### src/pkg/tape_ctl_pkg.sv
// Shared constants and types for the tape reader stop and punch control
`default_nettype none
package tape_ctl_pkg;
    // Clock rate in kHz, so that msec times convert by one product
    localparam int CLK_KHZ = 20000;
    localparam int FN_INHIBIT_MS = 70; // Function request hold-off
    localparam int WINDOW_MS = 10; // Second sync must fall inside this
    localparam int GATE_MS = 4; // Perforation gate length
    localparam int FN_INHIBIT_CYC = FN_INHIBIT_MS * CLK_KHZ;
    localparam int WINDOW_CYC = WINDOW_MS * CLK_KHZ;
    localparam int GATE_CYC = GATE_MS * CLK_KHZ;
    localparam int TMR_W = 21; // Holds the longest count
    localparam logic [TMR_W-1:0] TMR_ONE = 21'h000001;
    localparam logic [TMR_W-1:0] TMR_ZERO = 21'h000000;

    // Function word and output data widths
    localparam int FW_W = 8;
    localparam int OD_W = 8;
    localparam logic [OD_W-1:0] OUT_REG_RST = 8'h00;
    // Perforator on and off codes (octal 005/015, 001/011)
    localparam logic [FW_W-1:0] FW_PUNCH_ON_A = 8'h05;
    localparam logic [FW_W-1:0] FW_PUNCH_ON_B = 8'h0d;
    localparam logic [FW_W-1:0] FW_PUNCH_OFF_A = 8'h01;
    localparam logic [FW_W-1:0] FW_PUNCH_OFF_B = 8'h09;

    // Bit positions in the synchronised control vector
    localparam int SI_HEAD = 0;
    localparam int SI_ARM_CANCEL = 1;
    localparam int SI_RD_STOP = 2;
    localparam int SI_GCLR = 3;
    localparam int SI_FN_ACK = 4;
    localparam int SI_IN_ACK = 5;
    localparam int SI_OUT_ACK = 6;
    localparam int SI_PSYNC = 7;
    localparam int SI_SPROCKET = 8;
    localparam int SI_RD_START = 9;
    localparam int SI_ARM_SET = 10;
    localparam int SI_AUTO_SEL = 11;
    localparam int SI_KEYS_RDY = 12;
    localparam int SI_KBD_START = 13;
    localparam int SI_FN_NEED = 14;
    localparam int N_SYNC = 15;

    // Data and feed-hole strobe toward the perforator
    typedef struct packed {
        logic [OD_W-1:0] data;
        logic feed_hole;
    } perf_drive_t;

    // Perforator handshake states
    typedef enum logic [5:0] {
        P_IDLE = 6'h01,
        P_ARM = 6'h02,
        P_WIN = 6'h04,
        P_REQ = 6'h08,
        P_PEND = 6'h10,
        P_GATE = 6'h20
    } perf_state_t;
endpackage : tape_ctl_pkg
`default_nettype wire

### src/rtl/edge_sync.sv
// Two-stage synchroniser per bit with a rising-edge pulse
`default_nettype none
module edge_sync #(
    parameter int W = 1
) (
    input wire logic core_clk,
    input wire logic rstn,
    input wire logic [W-1:0] raw,
    output logic [W-1:0] level,
    output logic [W-1:0] rise
);
    // Stage one is read only by stage two
    logic [W-1:0] s1_q;
    logic [W-1:0] s2_q;
    logic [W-1:0] s3_q;

    genvar i;
    generate
        for (i = 0; i < W; i++) begin : g_bit
            // Metastability chain, then one history flop for the edge
            always_ff @(posedge core_clk or negedge rstn) begin
                if (!rstn) begin
                    s1_q[i] <= 1'b0;
                    s2_q[i] <= 1'b0;
                    s3_q[i] <= 1'b0;
                end else begin
                    s1_q[i] <= raw[i];
                    s2_q[i] <= s1_q[i];
                    s3_q[i] <= s2_q[i];
                end
            end
            assign level[i] = s2_q[i];
            // One pulse per rising edge, however long the input stays high
            assign rise[i] = s2_q[i] & ~s3_q[i];
        end
    endgenerate
endmodule : edge_sync
`default_nettype wire

### src/rtl/ms_timer.sv
// Loadable down-counter for the millisecond intervals
`default_nettype none
module ms_timer
    import tape_ctl_pkg::*;
(
    input wire logic core_clk,
    input wire logic rstn,
    input wire logic start,
    input wire logic [TMR_W-1:0] load,
    output logic busy,
    output logic done
);
    logic [TMR_W-1:0] cnt_q; // Cycles left

    // A start restarts the interval even when already running
    always_ff @(posedge core_clk or negedge rstn) begin
        if (!rstn) begin
            cnt_q <= TMR_ZERO;
        end else if (start) begin
            cnt_q <= load;
        end else if (cnt_q != TMR_ZERO) begin
            cnt_q <= cnt_q - TMR_ONE;
        end
    end

    assign busy = (cnt_q != TMR_ZERO);
    // Pulses in the last counted cycle
    assign done = (cnt_q == TMR_ONE) && !start;
endmodule : ms_timer
`default_nettype wire

### src/rtl/tape_ctl.sv
// Paper tape reader stop paths and on-line perforator handshake
// Function
// - Head lifted clears arm after 70 msec quiet
// - Head lifted blocks reader load enable
// - Head lifted or ready clear stops tape
// - Clear arm with automatic read blocks request
// - Arm cancel button only clears the arm
// - Reader stop drops selects, arm, lockout, ready
// - Reader stop clears ready, load, motor
// - Ready flag clear blocks input requests
// - Idle reader and keys clear holding register
// - Global clear inhibits function requests 70 msec
// - Global clear clears arm at inhibit end
// - Global clear sets reader request permit
// - Global clear also does reader stop actions, except the immediate arm clear
// - Codes 005/015 start perforator motor
// - Second sync within 10 msec sets ready
// - Perforator ready raises output word request
// - Output ack loads register, drops request
// - Next sync clears pending, opens 4 msec gate
// - No output request while gate open
// - Function ack inhibits function request 70 msec
// - Gate close clears register, requests again
`default_nettype none
module tape_ctl
    import tape_ctl_pkg::*;
#(
    parameter int FN_INHIBIT_CYC_P = FN_INHIBIT_CYC,
    parameter int WINDOW_CYC_P = WINDOW_CYC,
    parameter int GATE_CYC_P = GATE_CYC
) (
    input wire logic core_clk,
    input wire logic rstn,
    input wire logic head_lifted,
    input wire logic arm_cancel_button,
    input wire logic reader_stop_button,
    input wire logic global_clear,
    input wire logic function_word_ack,
    input wire logic [FW_W-1:0] function_word,
    input wire logic function_word_needed,
    input wire logic input_word_ack,
    input wire logic output_word_ack,
    input wire logic [OD_W-1:0] output_lines,
    input wire logic perforator_sync,
    input wire logic reader_sprocket,
    input wire logic reader_start,
    input wire logic arm_set_button,
    input wire logic auto_read_select,
    input wire logic keys_word_ready,
    input wire logic keyboard_start,
    output logic auto_read_arm,
    output logic reader_select,
    output logic keyboard_select,
    output logic keyboard_read_lockout,
    output logic reader_ready_flag,
    output logic reader_ready_clear,
    output logic reader_load_enable,
    output logic reader_motor_on,
    output logic tape_step_cmd,
    output logic reader_request_permit,
    output logic input_word_request,
    output logic input_holding_clear,
    output logic function_word_request,
    output logic perforator_active,
    output logic perforator_ready_flag,
    output logic output_word_request,
    output logic frame_pending_flag,
    output perf_drive_t perf_drive
);
    // Synchronised pins: levels and one-cycle rising edges
    logic [N_SYNC-1:0] pin_raw;
    logic [N_SYNC-1:0] lvl;
    logic [N_SYNC-1:0] rise;
    logic [FW_W+OD_W-1:0] word_lvl; // Function word and output lines
    logic [FW_W-1:0] fw_s;
    logic [OD_W-1:0] od_s;

    assign pin_raw[SI_HEAD] = head_lifted;
    assign pin_raw[SI_ARM_CANCEL] = arm_cancel_button;
    assign pin_raw[SI_RD_STOP] = reader_stop_button;
    assign pin_raw[SI_GCLR] = global_clear;
    assign pin_raw[SI_FN_ACK] = function_word_ack;
    assign pin_raw[SI_IN_ACK] = input_word_ack;
    assign pin_raw[SI_OUT_ACK] = output_word_ack;
    assign pin_raw[SI_PSYNC] = perforator_sync;
    assign pin_raw[SI_SPROCKET] = reader_sprocket;
    assign pin_raw[SI_RD_START] = reader_start;
    assign pin_raw[SI_ARM_SET] = arm_set_button;
    assign pin_raw[SI_AUTO_SEL] = auto_read_select;
    assign pin_raw[SI_KEYS_RDY] = keys_word_ready;
    assign pin_raw[SI_KBD_START] = keyboard_start;
    assign pin_raw[SI_FN_NEED] = function_word_needed;

    // Every pin crosses two flops before use edges give single events
    edge_sync #(.W(N_SYNC)) u_ctl_sync (
        .core_clk(core_clk),
        .rstn(rstn),
        .raw(pin_raw),
        .level(lvl),
        .rise(rise)
    );

    // Data words take the same delay as their acknowledge, so the edge sees them settled
    edge_sync #(.W(FW_W + OD_W)) u_word_sync (
        .core_clk(core_clk),
        .rstn(rstn),
        .raw({function_word, output_lines}),
        .level(word_lvl),
        .rise()
    );
    assign fw_s = word_lvl[FW_W+OD_W-1:OD_W];
    assign od_s = word_lvl[OD_W-1:0];

    // Decoded events
    logic head; // Head raised, level
    logic gc_rise; // Global clear event
    logic stop_evt; // Reader stop from button or global clear
    logic punch_on;
    logic punch_off;
    assign head = lvl[SI_HEAD];
    assign gc_rise = rise[SI_GCLR];
    assign stop_evt = rise[SI_RD_STOP] | gc_rise;
    assign punch_on = rise[SI_FN_ACK] & ((fw_s == FW_PUNCH_ON_A) | (fw_s == FW_PUNCH_ON_B));
    assign punch_off = rise[SI_FN_ACK] & ((fw_s == FW_PUNCH_OFF_A) | (fw_s == FW_PUNCH_OFF_B));

    // Function request hold-off, restarted by each ack or global clear
    logic fn_inh_busy;
    logic fn_inh_done;
    ms_timer u_fn_inhibit (
        .core_clk(core_clk),
        .rstn(rstn),
        .start(rise[SI_FN_ACK] | gc_rise),
        .load(TMR_W'(FN_INHIBIT_CYC_P)),
        .busy(fn_inh_busy),
        .done(fn_inh_done)
    );

    // Function request follows demand, masked by the hold-off
    always_ff @(posedge core_clk or negedge rstn) begin
        if (!rstn) begin
            function_word_request <= 1'b0;
        end else begin
            function_word_request <= lvl[SI_FN_NEED] & ~fn_inh_busy & ~gc_rise;
        end
    end

    // Arm clear requested by global clear, applied when the hold-off ends
    logic arm_clr_pend_q;
    always_ff @(posedge core_clk or negedge rstn) begin
        if (!rstn) begin
            arm_clr_pend_q <= 1'b0;
        end else if (gc_rise) begin
            arm_clr_pend_q <= 1'b1;
        end else if (fn_inh_done) begin
            arm_clr_pend_q <= 1'b0;
        end
    end

    // Automatic read arm: every clear outranks the operator's set
    logic arm_d;
    always_comb begin
        arm_d = auto_read_arm;
        if (rise[SI_ARM_SET]) begin
            arm_d = 1'b1;
        end
        if (head && !fn_inh_busy) begin
            arm_d = 1'b0;
        end
        if (rise[SI_ARM_CANCEL] || rise[SI_RD_STOP]) begin
            arm_d = 1'b0;
        end
        if (arm_clr_pend_q && fn_inh_done) begin
            arm_d = 1'b0;
        end
    end

    always_ff @(posedge core_clk or negedge rstn) begin
        if (!rstn) begin
            auto_read_arm <= 1'b0;
        end else begin
            auto_read_arm <= arm_d;
        end
    end

    // Reader and keyboard interlock gates; stop wins over a start
    logic rsel_d;
    logic ready_d;
    assign rsel_d = ~stop_evt & (reader_select | rise[SI_RD_START]);
    assign ready_d = ~stop_evt & (reader_ready_flag | rise[SI_RD_START]);

    always_ff @(posedge core_clk or negedge rstn) begin
        if (!rstn) begin
            reader_select <= 1'b0;
            keyboard_select <= 1'b0;
            keyboard_read_lockout <= 1'b0;
            reader_ready_flag <= 1'b0;
            reader_motor_on <= 1'b0;
            reader_ready_clear <= 1'b0;
        end else begin
            reader_select <= rsel_d;
            keyboard_select <= ~stop_evt & (keyboard_select | rise[SI_KBD_START]);
            // Keyboard stays locked out only while the reader owns input
            keyboard_read_lockout <= rsel_d;
            reader_ready_flag <= ready_d;
            reader_motor_on <= ~stop_evt & (reader_motor_on | rise[SI_RD_START]);
            reader_ready_clear <= stop_evt;
        end
    end

    // Request permit: cleared by input ack, set again by the sprocket
    always_ff @(posedge core_clk or negedge rstn) begin
        if (!rstn) begin
            reader_request_permit <= 1'b1;
        end else if (gc_rise || rise[SI_SPROCKET]) begin
            reader_request_permit <= 1'b1;
        end else if (rise[SI_IN_ACK]) begin
            reader_request_permit <= 1'b0;
        end
    end

    // Reader data path and handshake toward the computer
    logic in_req_d;
    always_comb begin
        in_req_d = ready_d & reader_request_permit & ~head & ~stop_evt;
        if (lvl[SI_AUTO_SEL] && !arm_d) begin
            in_req_d = 1'b0;
        end
    end

    always_ff @(posedge core_clk or negedge rstn) begin
        if (!rstn) begin
            reader_load_enable <= 1'b0;
            tape_step_cmd <= 1'b0;
            input_word_request <= 1'b0;
            input_holding_clear <= 1'b1;
        end else begin
            reader_load_enable <= ready_d & ~head;
            // Tape advances after an ack until the next sprocket
            tape_step_cmd <= ready_d & ~head & ~reader_request_permit;
            input_word_request <= in_req_d;
            input_holding_clear <= ~ready_d & ~lvl[SI_KEYS_RDY] & ~lvl[SI_IN_ACK];
        end
    end

    // Perforator sequencer; one timer serves the window and the gate
    perf_state_t pst_q;
    perf_state_t pst_d;
    logic ptmr_start;
    logic [TMR_W-1:0] ptmr_load;
    logic ptmr_busy;
    logic ptmr_done;
    logic [OD_W-1:0] oreg_q; // Output register
    logic [OD_W-1:0] oreg_d;
    logic pready_d;

    ms_timer u_perf_timer (
        .core_clk(core_clk),
        .rstn(rstn),
        .start(ptmr_start),
        .load(ptmr_load),
        .busy(ptmr_busy),
        .done(ptmr_done)
    );

    // Next state; deactivation and global clear abort any stage
    always_comb begin
        pst_d = pst_q;
        ptmr_start = 1'b0;
        ptmr_load = TMR_W'(WINDOW_CYC_P);
        oreg_d = oreg_q;
        pready_d = perforator_ready_flag;
        unique case (pst_q)
            P_IDLE: begin
                if (punch_on) begin
                    pst_d = P_ARM;
                end
            end
            P_ARM: begin
                if (rise[SI_PSYNC]) begin
                    ptmr_start = 1'b1;
                    pst_d = P_WIN;
                end
            end
            P_WIN: begin
                if (rise[SI_PSYNC] && ptmr_busy) begin
                    pready_d = 1'b1;
                    pst_d = P_REQ;
                end else if (!ptmr_busy) begin
                    // Too slow: window lapsed, back to wait; the next sync counts as a new first one
                    pst_d = P_ARM;
                end
            end
            P_REQ: begin
                if (rise[SI_OUT_ACK]) begin
                    oreg_d = od_s;
                    pst_d = P_PEND;
                end
            end
            P_PEND: begin
                if (rise[SI_PSYNC]) begin
                    ptmr_start = 1'b1;
                    ptmr_load = TMR_W'(GATE_CYC_P);
                    pst_d = P_GATE;
                end
            end
            P_GATE: begin
                if (ptmr_done) begin
                    oreg_d = OUT_REG_RST;
                    pst_d = P_REQ;
                end
            end
            default: begin
                pst_d = P_IDLE;
            end
        endcase
        if (punch_off || gc_rise) begin
            pst_d = P_IDLE;
            pready_d = 1'b0;
            oreg_d = OUT_REG_RST;
        end
    end

    // State and output register
    always_ff @(posedge core_clk or negedge rstn) begin
        if (!rstn) begin
            pst_q <= P_IDLE;
            oreg_q <= OUT_REG_RST;
        end else begin
            pst_q <= pst_d;
            oreg_q <= oreg_d;
        end
    end

    // Perforator outputs, registered from next state
    always_ff @(posedge core_clk or negedge rstn) begin
        if (!rstn) begin
            perforator_active <= 1'b0;
            perforator_ready_flag <= 1'b0;
            output_word_request <= 1'b0;
            frame_pending_flag <= 1'b0;
            perf_drive <= '{data: OUT_REG_RST, feed_hole: 1'b0};
        end else begin
            perforator_active <= (pst_d != P_IDLE);
            perforator_ready_flag <= pready_d;
            output_word_request <= (pst_d == P_REQ);
            frame_pending_flag <= (pst_d == P_PEND);
            // Data only reaches the pins while the gate is open
            perf_drive.feed_hole <= (pst_d == P_GATE);
            perf_drive.data <= (pst_d == P_GATE) ? oreg_d : OUT_REG_RST;
        end
    end
endmodule : tape_ctl
`default_nettype wire

### config.mk
export PLATFORM = sky130hd
export DESIGN_NAME = tape_ctl
export DESIGN_NICKNAME = d
export VERILOG_FILES = /design/src/pkg/tape_ctl_pkg.sv /design/src/rtl/edge_sync.sv /design/src/rtl/ms_timer.sv /design/src/rtl/tape_ctl.sv
export SDC_FILE = /design/constraint.sdc
export NUM_CORES = 1
export LEC_CHECK = 0
export ABC_AREA = 1
export BUFFER_PORTS_ARGS = -buffer_cell sky130_fd_sc_hd__buf_2
export CAP_MARGIN = 40
export CORE_MARGIN = 4
export CORE_UTILIZATION = 61
export CTS_BUF_LIST = sky130_fd_sc_hd__clkbuf_8
export CTS_CLUSTER_SIZE = 24
export DETAILED_ROUTE_END_ITERATION = 16
export PLACE_DENSITY = 0.86
export SKIP_CTS_REPAIR_TIMING = 1
export SLEW_MARGIN = 5
export SYNTH_ARGS = -nofsm -noshare
export SYNTH_HDL_FRONTEND = slang
export SYNTH_SLANG_ARGS = --single-unit
### constraint.sdc
create_clock -name core_clk -period 2.26 [get_ports core_clk]
set_clock_uncertainty 0.2 [all_clocks]
set_input_delay 0.339 -clock core_clk [delete_from_list [all_inputs] [get_ports core_clk]]
set_output_delay 0.339 -clock core_clk [all_outputs]
set_load 0.02 [all_outputs]
==> impl_metrics.csv <==
group,metric,value,unit
detailed_routing,viasPerCell,5.21,
pwr,clkPwrFrac,30.8,%
yosys,synth_top_flop_cell,"dfrtp_1",
global_route,grt-busiest-layer,"met2",
setup_path,cp-end-kind,"flop",
sta,fin_crit,2060,ps
floorplanning,die_w,109,µm
sta,finalMaxSlewViolations,0,
global_route,grt_use_met3,6.22,%
detailed_routing,drt_iter0_drc,443,
global_route,use_met1,30.5,%
detailed_routing,drt-total-wl,13.0,mm
finish,layout.nets,811,
global_route,grt_overflow,0,
placement,dpl.hpwl,8.98,mm
finish,final_layout_size_suffix_gt1_share,19.0,%
run_status,status,"finished, final reports clean",
clock_tree,clkLatencyLatePin,450,ps
floorplanning,initial_utilization,63.4,%
global_route,grtUsageMet2,38.1,%
detailed_routing,vias,4786,
yosys,synthTopCellsByCount,"dfrtp_1, nand2_1, inv_1",
setup_path,slowest_stage,"dfrtp_1",
placement,port_buffers,57,
floorplanning,num_rows,36,
yosys,synth-edff-count,0,
sta,setup_tns,0,ps
global_route,grt_max_degree,57,
pwr,seqPwrFrac,50.5,%
sta,tightest_slew,503,ps
setup_path,crit_fanout,6,
placement,place_congestion,0.918,
yosys,yosysTopAreaCellShare,59.8,%
setup_path,path_delay_family,"simple AND/OR/NAND/NOR gates",
pwr,peakVddDrop,0.000784,V
setup_path,setup.worst_path.class,"reg -> reg",
detailed_routing,firstDrtPassIters,5,
floorplanning,core,0.00991,mm²
clock_tree,cts_buffers,17,
clock_tree,cts_sinks,153,
yosys,synth_fp_nets,700,
clock_tree,cts_tree,"done",
floorplanning,die_h,109,µm
sta,relSlewSlack,66.5,%
clock_tree,cts.clk_slew.worst_paths,80,ps
sta,max_freq,485,MHz
yosys,synth_cell_type_count,35,
detailed_routing,ant_nets,0,
pwr,swShare,31.8,%
clock_tree,htree_levels,4,
yosys,yosys_warnings,0,
setup_path,crit_top_cell,"inv_1",
setup_path,max_stage_delay,440,ps
job,cap_violations,0,
setup_path,worstRegToRegCells,11,
yosys,netlist_top_cells_area,"dfrtp_1, nand2_1, inv_1, nor2_1, nand3_1",
clock_tree,cts_buffer_depth,2,
global_route,grt_first_pass_wirelength,21.6,mm
finish,synthToLayoutAreaGrowth,19.1,%
yosys,synth_sequential_area_ratio,61.0,%
floorplanning,ios,59,
yosys,yosysMostFrequentCell,"dfrtp_1",
hold_path,hold_class,"reg -> reg",
floorplanning,die-area,0.0120,mm²
setup_path,crit_path_cell_trace,"inv_1 -> ha_1 -> inv_1 -> nor2_4 -> nand3_2 -> nor2_2 -> nand2_2 -> nand2_1 -> inv_1 -> o21ai_1 -> inv_1",
setup_path,arrival,2210,ps
global_route,first_global_vias,4680,
finish,stdcell_count,919,
sta,rsz0062_at_grt,"no",
pwr,leakage,3.77,nW
yosys,postSynth.asyncResetShare,100,%
setup_path,startpoint_type,"flop",
detailed_routing,drcViolationCount,0,
setup_path,critical_path_buf_inv_count,4,
pwr,comb_power_share,18.7,%
yosys,avgSynthCellArea,9.49,µm²
clock_tree,cts_root_buffer,"clkbuf_8",
hold_path,whs_path_depth,0,
yosys,syn-instance-count,662,
yosys,synth.largest_area_cell,"dfrtp_1",
yosys,netlist_area,0.00628,mm²
placement,dpl.cell_count,856,
setup_path,cp.depth,11,
setup_path,required,2400,ps
detailed_routing,wl_per_cell,14.2,µm
global_route,grtUsageTotal,23.5,%
yosys,ys_seq_elements,153,
sta,hold_viol,0,
sta,finalSetupViolations,0,
pwr,internal-power,0.00444,W
global_route,antenna_found_initial,0,
sta,fin_crit_sh,91.2,%
finish,insertedDiodeCount,0,
pwr,p_sw,0.00207,W
pwr,powerDensity,869,mW/mm²
[per-layer routing]
metal  routed length (µm)  vias to the layer above
li1                     -                     2302
met5                    0                        -
met3                  711                       20
met1                 5630                     2306
met4                  165                        0
met2                 6540                      158
[per-stage QoR]
step | utilization, % | setup WS, ps | hold WS (ps) | instance area (µm²) | power [W]
global route | 75.5 | 79.8 | 158 | 7480 | 0.00688
floorplan | - | 496 | -157 | 6280 | 0.00413
CTS | 72.4 | 241 | -360 | 7170 | 0.00648
global placement | 68.5 | 332 | 124 | 6790 | 0.00441
finish | 75.5 | 198 | 149 | 7480 | 0.00650
detailed placement | 68.5 | 267 | 129 | 6790 | 0.00449
[flip-flops by register name, indices dropped and copies added (netlist names), 6 cells and up]
| register | count |
|---|---|
| u_ctl_sync.s3_q | 11 |
| perf_drive | 9 |
| u_fn_inhibit.cnt_q | 21 |
| u_word_sync.level | 15 |
| u_ctl_sync.level | 15 |
| oreg_q | 8 |
| u_ctl_sync.s1_q | 15 |
| u_word_sync.s1_q | 15 |
| u_perf_timer.cnt_q | 21 |
| pst_q | 6 |
[path summary, 6_finish.rpt]
kind	slack (ps)	from	endpoint
worst min-delay path	150	u_word_sync.s1_q[13]	u_word_sync.level[13]
max in group asynchronous	960	rstn	u_word_sync.s1_q[5]
min in group asynchronous	210	rstn	reader_ready_flag
worst min register to register	150	u_word_sync.s1_q[13]	u_word_sync.level[13]
worst max register to register	200	u_fn_inhibit.cnt_q[0]	u_fn_inhibit.cnt_q[5]
worst max-delay path	200	u_fn_inhibit.cnt_q[0]	u_fn_inhibit.cnt_q[5]
[power by group through the flow]
stage | clock (W) | combinational (W) | sequential [W]
2_1_floorplan | 0 | 0.000847 | 0.00328
3_3_place_gp | 0 | 0.00110 | 0.00331
3_5_place_dp | 0 | 0.00116 | 0.00332
4_1_cts | 0.00204 | 0.00117 | 0.00328
5_1_grt | 0.00218 | 0.00138 | 0.00332
6_report | 0.00200 | 0.00122 | 0.00328
[placed cells by master, fill, tap and decap left out, types with 18 or more instances in the layout]
| master | instances |
|---|---|
| a21oi_1 | 20 |
| buf_2 | 56 |
| dfrtp_1 | 150 |
| dlygate4sd3_1 | 31 |
| inv_1 | 98 |
| nand2_1 | 115 |
| nand3_1 | 45 |
| nor2_1 | 88 |
| nor2_2 | 18 |
| o21ai_0 | 22 |
[kinds of logic after synthesis]
logic type	synth area share, %
XOR/XNOR	1.95
adder cells (fa/ha/maj)	0.996
AND/OR/NAND/NOR	24.4
flip-flops	61.0
AO/OA/AOI/OAI	5.06
buffers and inverters	6.59
[layout make-up]
class,instances,area (µm²)
Fill cell,673,2430
Multi-Input combinational cell,401,2030
Inverter,105,397
Clock inverter,15,153
Sequential cell,153,3830
Clock buffer,17,234
Timing Repair Buffer,95,667
Tap cell,133,166
Note: power is estimated with default switching activity, not from simulation.
